--- src/verilog/pfg_pkg.sv ---
/*
 * Shared constants and types for the four-group PWM generator.
 * Assumes a single 40 MHz system clock and a synchronous active-high reset.
 */
package pfg_pkg;
	localparam int GROUPS = 4;
	localparam int OUTS_PER_GROUP = 4;
	localparam int CNT_W = 16;
	localparam int CH_TOTAL = 16;
	localparam logic [15:0] PERIOD_RST = 16'h0100;
	localparam logic [15:0] DUTY_RST = 16'h0000;
	localparam logic [15:0] CNT_RST = 16'h0000;
	localparam logic [1:0] CH_ALL_ZERO = 2'h0;
	localparam logic PAIRED_RST = 1'b1;
	localparam logic CENTER_RST = 1'b1;
	localparam logic DOUBLE_RST = 1'b0;
	localparam logic [15:0] OUT_RST = 16'h0000;

	// counter phase, one-hot
	typedef enum logic [1:0] {
		PFG_UP = 2'b01,
		PFG_DOWN = 2'b10
	} pfg_phase_t;
endpackage

--- src/verilog/pfg_group_if.sv ---
/*
 * Bundle between the timebase/top and one group comparator.
 * Assumes the shared counter and load strobes come from the top module.
 */
`timescale 1ns/10ps
interface pfg_group_if;
	logic [15:0] count;
	logic load_top;
	logic load_mid;
	logic center;
	logic double_upd;
	logic paired;
	logic [63:0] duty_hold;
	logic [3:0] pwm;

	modport gen (output count, output load_top, output load_mid, output center,
		output double_upd, output paired, output duty_hold, input pwm);
	modport grp (input count, input load_top, input load_mid, input center,
		input double_upd, input paired, input duty_hold, output pwm);
endinterface

--- src/verilog/pfg_top.sv ---
/*
 * Four-group PWM generator: shared counter, alignment and update control,
 * holding duty registers and four group comparators.
 * Assumes the host drives the plain control ports synchronous to clk_sys.
 */
`timescale 1ns/10ps
module pfg_top #(
	parameter int NUM_GROUPS = 4
) (
	input wire logic clk_sys,
	input wire logic rst,
	input wire logic [15:0] period,
	input wire logic center_align,
	input wire logic double_update,
	input wire logic [3:0] paired_mode,
	input wire logic duty_wr,
	input wire logic [3:0] duty_sel,
	input wire logic [15:0] duty_wdata,
	output logic [15:0] pwm_out,
	output logic period_start,
	output logic [15:0] count_out
);
	// elaboration check: the group fabric is fixed at four
	generate
		if (NUM_GROUPS != pfg_pkg::GROUPS) begin : g_bad_groups
			$error("pfg_top serves exactly four groups");
		end
	endgenerate

	logic [15:0] cnt_r;
	logic [15:0] cnt_nxt;
	pfg_pkg::pfg_phase_t phase_r;
	pfg_pkg::pfg_phase_t phase_nxt;
	logic top_r;
	logic top_nxt;
	logic mid_r;
	logic mid_nxt;
	logic [15:0] hold_r [16];
	logic [15:0] hold_nxt [16];
	logic [15:0] pwm_w;
	logic [15:0] pwm_out_nxt;
	logic period_start_nxt;
	logic [15:0] count_out_nxt;

	// counter: up/down for center, up-and-wrap for edge alignment
	always_comb begin
		cnt_nxt = cnt_r;
		phase_nxt = phase_r;
		top_nxt = 1'b0;
		mid_nxt = 1'b0;
		unique case (phase_r)
			pfg_pkg::PFG_UP: begin
				if (cnt_r + 16'h0001 >= period) begin
					if (center_align) begin
						phase_nxt = pfg_pkg::PFG_DOWN;
						cnt_nxt = cnt_r;
						mid_nxt = 1'b1;
					end else begin
						cnt_nxt = pfg_pkg::CNT_RST;
						top_nxt = 1'b1;
					end
				end else begin
					cnt_nxt = cnt_r + 16'h0001;
				end
			end
			pfg_pkg::PFG_DOWN: begin
				if (cnt_r == 16'h0000) begin
					phase_nxt = pfg_pkg::PFG_UP;
					top_nxt = 1'b1;
				end else begin
					cnt_nxt = cnt_r - 16'h0001;
				end
			end
			default: begin
				phase_nxt = pfg_pkg::PFG_UP;
				cnt_nxt = pfg_pkg::CNT_RST;
			end
		endcase
	end

	always_ff @(posedge clk_sys) begin
		if (rst) begin
			cnt_r <= pfg_pkg::CNT_RST;
			phase_r <= pfg_pkg::PFG_UP;
			top_r <= 1'b0;
			mid_r <= 1'b0;
		end else begin
			cnt_r <= cnt_nxt;
			phase_r <= phase_nxt;
			top_r <= top_nxt;
			mid_r <= mid_nxt;
		end
	end

	// holding registers take software writes at any time
	always_comb begin
		for (int i = 0; i < 16; i++) begin
			hold_nxt[i] = hold_r[i];
		end
		if (duty_wr) begin
			hold_nxt[duty_sel] = duty_wdata;
		end
	end

	always_ff @(posedge clk_sys) begin
		for (int i = 0; i < 16; i++) begin
			if (rst) begin
				hold_r[i] <= pfg_pkg::DUTY_RST;
			end else begin
				hold_r[i] <= hold_nxt[i];
			end
		end
	end

	generate
		for (genvar g = 0; g < pfg_pkg::GROUPS; g++) begin : g_grp
			pfg_group_if gif ();
			assign gif.count = cnt_r;
			// load on the strobes' next values: the new duty is then in force
			// from the first cycle of its half, keeping each half symmetric
			assign gif.load_top = top_nxt;
			assign gif.load_mid = mid_nxt;
			assign gif.center = center_align;
			// update scheme only in center mode
			assign gif.double_upd = double_update & center_align;
			assign gif.paired = paired_mode[g];
			assign gif.duty_hold = {hold_r[4*g+3], hold_r[4*g+2], hold_r[4*g+1], hold_r[4*g]};
			assign pwm_w[4*g +: 4] = gif.pwm;
			pfg_group u_grp (
				.clk_sys(clk_sys),
				.rst(rst),
				.gi(gif)
			);
		end
	endgenerate

	// output next values: everything leaving the block is registered
	always_comb begin
		pwm_out_nxt = pwm_w;
		period_start_nxt = top_r;
		count_out_nxt = cnt_r;
	end

	// registered outputs
	always_ff @(posedge clk_sys) begin
		if (rst) begin
			pwm_out <= pfg_pkg::OUT_RST;
			period_start <= 1'b0;
			count_out <= pfg_pkg::CNT_RST;
		end else begin
			pwm_out <= pwm_out_nxt;
			period_start <= period_start_nxt;
			count_out <= count_out_nxt;
		end
	end

	edge_up_a: assert property (@(posedge clk_sys) disable iff (rst)
		!center_align && phase_r == pfg_pkg::PFG_UP && !top_nxt
		|=> cnt_r == $past(cnt_r) + 16'h0001)
		else $error("edge mode counter did not step up");
	mid_center_a: assert property (@(posedge clk_sys) disable iff (rst)
		mid_r |-> phase_r == pfg_pkg::PFG_DOWN)
		else $error("midpoint strobe outside down phase");
	// period start follows down phase end
	top_after_a: assert property (@(posedge clk_sys) disable iff (rst)
		phase_r == pfg_pkg::PFG_DOWN && cnt_r == 16'h0000 |=> top_r ##1 period_start)
		else $error("period start not flagged");
	hold_wr_a: assert property (@(posedge clk_sys) disable iff (rst)
		duty_wr |=> hold_r[$past(duty_sel)] == $past(duty_wdata))
		else $error("holding write lost");
	out_follow_a: assert property (@(posedge clk_sys) disable iff (rst)
		1'b1 |=> pwm_out == $past(pwm_w))
		else $error("outputs did not follow the group comparators");
	count_mirror_a: assert property (@(posedge clk_sys) disable iff (rst)
		1'b1 |=> count_out == $past(cnt_r))
		else $error("counter output not one cycle behind");
	phase_onehot_a: assert property (@(posedge clk_sys) disable iff (rst)
		$onehot(phase_r))
		else $error("counter phase lost its one-hot code");
	top_zero_a: assert property (@(posedge clk_sys) disable iff (rst)
		top_r |-> cnt_r == pfg_pkg::CNT_RST)
		else $error("period start away from counter zero");
	start_pulse_a: assert property (@(posedge clk_sys) disable iff (rst)
		period_start && period >= 16'h0002 |=> !period_start)
		else $error("period start longer than one cycle");
	mid_hold_a: assert property (@(posedge clk_sys) disable iff (rst)
		mid_r |-> cnt_r == $past(cnt_r))
		else $error("counter moved at the midpoint");
	mid_center_only_a: assert property (@(posedge clk_sys) disable iff (rst)
		mid_r |-> $past(center_align))
		else $error("midpoint strobe without center alignment");
	hold_own_a: assert property (@(posedge clk_sys) disable iff (rst)
		duty_wr |=> hold_r[$past(duty_sel) ^ 4'h1] == $past(hold_r[duty_sel ^ 4'h1]))
		else $error("write disturbed a neighbouring holding register");
	hold_idle_a: assert property (@(posedge clk_sys) disable iff (rst)
		!duty_wr |=> hold_r[5] == $past(hold_r[5]))
		else $error("holding register changed without a write");
	center_c: cover property (@(posedge clk_sys) center_align && mid_r);
	dbl_mid_c: cover property (@(posedge clk_sys) mid_r && double_update && center_align);
	edge_c: cover property (@(posedge clk_sys) !center_align && top_r);
endmodule

--- src/verilog/pfg_group.sv ---
/*
 * One group of four outputs: active duty registers loaded from holding values
 * at the permitted instants, then compared against the shared counter.
 * Assumes the top module supplies the counter and load strobes.
 */
`timescale 1ns/10ps
module pfg_group (
	input wire logic clk_sys,
	input wire logic rst,
	pfg_group_if.grp gi
);
	logic [15:0] duty_r [4];
	logic [15:0] duty_nxt [4];
	logic [3:0] pwm_r;
	logic [3:0] pwm_nxt;
	logic [3:0] raw;

	// duty reload: top of period always, midpoint only in double update
	always_comb begin
		for (int i = 0; i < 4; i++) begin
			duty_nxt[i] = duty_r[i];
			if (gi.load_top || (gi.load_mid && gi.center && gi.double_upd)) begin
				duty_nxt[i] = gi.duty_hold[16*i +: 16];
			end
		end
	end

	always_ff @(posedge clk_sys) begin
		for (int i = 0; i < 4; i++) begin
			if (rst) begin
				duty_r[i] <= pfg_pkg::DUTY_RST;
			end else begin
				duty_r[i] <= duty_nxt[i];
			end
		end
	end

	// compare: output high while count below duty
	generate
		for (genvar i = 0; i < 4; i++) begin : g_cmp
			assign raw[i] = (gi.count < duty_r[i]);
		end
	endgenerate

	// pairing: odd output complements even one in paired mode
	always_comb begin
		pwm_nxt = raw;
		if (gi.paired) begin
			pwm_nxt[1] = ~raw[0];
			pwm_nxt[3] = ~raw[2];
		end
	end

	always_ff @(posedge clk_sys) begin
		if (rst) begin
			pwm_r <= 4'h0;
		end else begin
			pwm_r <= pwm_nxt;
		end
	end

	assign gi.pwm = pwm_r;

	paired_compl_a: assert property (@(posedge clk_sys) disable iff (rst)
		$past(gi.paired) && !$past(rst) |-> (gi.pwm[1] == ~gi.pwm[0]))
		else $error("paired outputs not complementary");
	// midpoint load blocked in single update
	single_hold_a: assert property (@(posedge clk_sys) disable iff (rst)
		gi.load_mid && !gi.double_upd |=> $stable(duty_r[0]))
		else $error("duty changed at midpoint in single update");
	double_load_a: assert property (@(posedge clk_sys) disable iff (rst)
		gi.load_mid && gi.double_upd && gi.center |=> duty_r[0] == $past(gi.duty_hold[15:0]))
		else $error("duty not loaded at midpoint");
	hold_stable_a: assert property (@(posedge clk_sys) disable iff (rst)
		!gi.load_top && !gi.load_mid |=> $stable(duty_r[2]))
		else $error("active duty changed outside update instant");
	indep_out_a: assert property (@(posedge clk_sys) disable iff (rst)
		!gi.paired |=> gi.pwm[1] == $past(raw[1]))
		else $error("nonpaired output not independent");
	mid_load_c: cover property (@(posedge clk_sys) gi.load_mid && gi.double_upd);
	paired_c: cover property (@(posedge clk_sys) gi.paired && gi.pwm[0]);
endmodule

--- config.mk ---
export PLATFORM = sky130hd
export DESIGN_NAME = pfg_top
export DESIGN_NICKNAME = d
export VERILOG_FILES = /design/src/verilog/pfg_pkg.sv /design/src/verilog/pfg_group_if.sv /design/src/verilog/pfg_top.sv /design/src/verilog/pfg_group.sv
export SDC_FILE = /design/constraint.sdc
export NUM_CORES = 1
export LEC_CHECK = 0
export BUFFER_PORTS_ARGS = -buffer_cell sky130_fd_sc_hd__buf_4
export CAP_MARGIN = 20
export CORE_MARGIN = 2
export CORE_UTILIZATION = 35
export DETAILED_ROUTE_END_ITERATION = 12
export PLACE_DENSITY_LB_ADDON = 0.1
export SYNTH_ARGS = -nofsm -noshare
export SYNTH_HDL_FRONTEND = slang
export SYNTH_SLANG_ARGS = --single-unit
--- constraint.sdc ---
create_clock -name clk_sys -period 10.5 [get_ports clk_sys]
set_clock_uncertainty 0.1 [all_clocks]
set_input_delay 0 -clock clk_sys [delete_from_list [all_inputs] [get_ports clk_sys]]
set_output_delay 0 -clock clk_sys [all_outputs]
set_load 0.03 [all_outputs]
==> reports/metrics.cfg <==
[yosys]
synth_edf_count=0
synth_top_cell_by_area=dfxtp_1
synth_ff_type=dfxtp_1
syn_area_sq_um=27250
synthesis.nets=3780
yosysMostFrequentCell=nand2_1
ys_ff_latch=580
ys_seq_area_frac=0.4260
avgSynthCellArea_sq_um=7.845
synth_cell_types=52
synth_area_leaders=dfxtp_1, nand2_1, ha_1
synth_cells=3474
yosys-top-cells-count=nand2_1, dfxtp_1, a21oi_1
yosys.area.top_type_share=0.4260
yosysWarnings=0
async_reset_ff_frac=0

[sta]
tightest_slew_ns=1.044
max_slew_margin=0.3042
max_freq_mhz=165.0
drv_slew=0
setup_viol=0
finalHoldViolCount=0
setup_tns_ns=0
fin_crit_sh=0.5772
rsz0062_at_grt=false
final.min_clock_period_ns=6.060

[worst_setup_path]
rr_startpoint=cnt_r[2]
startpoint_type=register
cp_top_family=simple AND/OR/NAND/NOR gates
crit_buf_inv=3
cp-startpoint=cnt_r[2]
cp-end-kind=register
cp_slowest_stage_delay_ns=0.81
crit_chain=nand3_1, or2_2, nor2_1, nand3_1, xnor2_1, ha_1, and4_1, nand2_1, or4_1, and4b_1, o22ai_4, buf_12, buf_4, buf_16, nand2_1, a21oi_1
slowest_stage=dfxtp_2
worstPathMaxFanout=168
cp.arrival_ns=6.47
critPathKind=reg -> reg
worst_ep_required_time_ns=10.91

[route]
first_pass_iters=6
drtAntennaViolNets=0
drc=0
via_per_inst=4.956
drtIter0Drc=1539
totalWireLength_um=83890
wl_per_cell_um=18.30
vias=22723

[pwr]
power_density_nw_per_um2=157.8
p_leak_nw=11.50
ir_drop_uv=87.24

[floorplanning]
pin_count=78
coreArea_sq_um=77210
die-height_um=283.0
num_rows=102
die_area_sq_um=80110
initial_core_util=0.3530
die_w_um=283.0

[run]
drv_cap=0

[placed_design]
globalplace.congestion=0.8378
dp.cells=4423
dp_hpwl_um=48280
port_buffers=77

[grt]
grt_pass1_vias=21859
globalRoute.totalOverflow=0
grt_first_pass_wirelength_um=129000
grt_max_degree=182
antenna_found_initial=6
grt_use_total=0.2070

[clock_tree]
clock_path_buffers=3
cts_root_buffer=clkbuf_16
htree_levels=3
clkLatencyLatePin_ns=0.62
cts_buffers=70
clkTransAtPathRegs_ns=0.06
clock_sinks=580
cts_tree=yes

[final_layout]
syn_to_final_growth_pct=14.15
nNetsFinal=3794
fillers=7894
drive_gt1_frac=0.09176
fin_cells=4585
multiInputGateArea_sq_um=13620
fin_util=0.4029
seqCellArea_sq_um=11620

[min_path]
hp-class=in -> reg
min_from=duty_sel[1]

[run_status]
status=complete, no violations

==> worst reg2reg max path: stages, from the launching register on <==
cell     delay, ns
dfxtp_2       0.81
nand3_1       0.34
or2_2         0.42
nor2_1        0.22
nand3_1       0.19
xnor2_1       0.19
ha_1          0.31
and4_1        0.21
nand2_1       0.07
or4_1         0.53
and4b_1       0.35
o22ai_4       0.25
buf_12        0.67
buf_4         0.68
buf_16        0.34
nand2_1       0.12
a21oi_1       0.17
==> where the power goes <==
group | switching, W | leakage [nW] | internal (W)
Sequential | 0.0000126 | 4.69 | 0.00223
Combinational | 0.000187 | 5.69 | 0.0000866
Clock | 0.000980 | 1.12 | 0.00142
Total | 0.00118 | 11.5 | 0.00373
==> final timing paths <==
path	end	slack (ns)	depth (start not counted)
setup / recovery	g_grp[0].u_grp.duty_r[1][4]	4.44	16
hold / removal	hold_r[1][18]	0.09	5
setup reg to reg	g_grp[0].u_grp.duty_r[1][4]	4.44	16
hold reg to reg	g_grp[1].u_grp.duty_r[1][17]	0.34	2
==> sequential cells by signal, summed over array words and instances, names as in the netlist <==
name / flops
g_grp.u_grp.duty_r: 256
hold_r: 256
cnt_r: 16
count_out: 16
g_grp.u_grp.gi.pwm: 16
pwm_out: 16
phase_r: 2
period_start: 1
period_start_nxt: 1
==> metal layers <==
layer	up-vias	track usage	wire length [um]
li1	11423	-	-
met1	10717	0.2900	40760
met2	461	0.3303	37160
met3	120	0.03084	3900
met4	2	0.05638	2067
met5	-	0	10
==> layout by cell type (no fill, tap or decap), types with 22 or more instances in the layout <==
| cell type | instances |
|---|---|
| dlygate4sd3_1 | 31 |
| o21ai_0 | 45 |
| a21oi_1 | 542 |
| nor2b_1 | 31 |
| buf_4 | 110 |
| nor2_1 | 46 |
| nand4_1 | 31 |
| clkbuf_16 | 74 |
| dfxtp_1 | 569 |
| ha_1 | 261 |
| nor3_1 | 22 |
| inv_1 | 277 |
| nand2_2 | 40 |
| nand2b_1 | 24 |
| a21o_1 | 49 |
| nand2_1 | 1094 |
| a21oi_2 | 40 |
==> through the flow <==
stage / hold slack [ns] / setup slack (ns) / instance area, sq um / total power (W)
after CTS: 0.04556 / 4.235 / 31060 / 0.004971
final: 0.09218 / 4.440 / 31110 / 0.004911
after global routing: 0.07805 / 4.014 / 31100 / 0.005083
after detailed placement: 0.2262 / 4.255 / 28470 / 0.002553
after global placement: 0.2412 / 4.393 / 28460 / 0.002551
after floorplan: 0.08196 / 6.092 / 27250 / 0.002439
==> what timing repair did <==
action,4_1_cts,5_1_grt
endpoints found under the setup margin,0,0
setup buffers,0,0
hold buffers,31,0
endpoints found under the hold margin,347,0
resized for setup,0,0
==> cells by family (layout without fill, tap and decap cells) <==
kind of cell,count (synthesis),after routing,share of synthesized area
XOR/XNOR,27,27,0.008677
flip-flops,580,580,0.4260
AND/OR/NAND/NOR,1327,1327,0.1991
adder cells (fa/ha/maj),261,261,0.1198
buffers and inverters,482,550,0.07474
AO/OA/AOI/OAI,796,796,0.1713
other,0,3,0
multiplexers,1,1,0.0003673
==> area by class of cell <==
| type | instances | area share |
|---|---|---|
| Antenna cell | 3 | 0.0002413 |
| Clock buffer | 108 | 0.06941 |
| Clock inverter | 18 | 0.003861 |
| Inverter | 277 | 0.03342 |
| Multi-Input combinational cell | 2412 | 0.4377 |
| Sequential cell | 580 | 0.3737 |
| Tap cell | 1040 | 0.04183 |
| Timing Repair Buffer | 147 | 0.03990 |
Power figures use the tool's default switching activity.
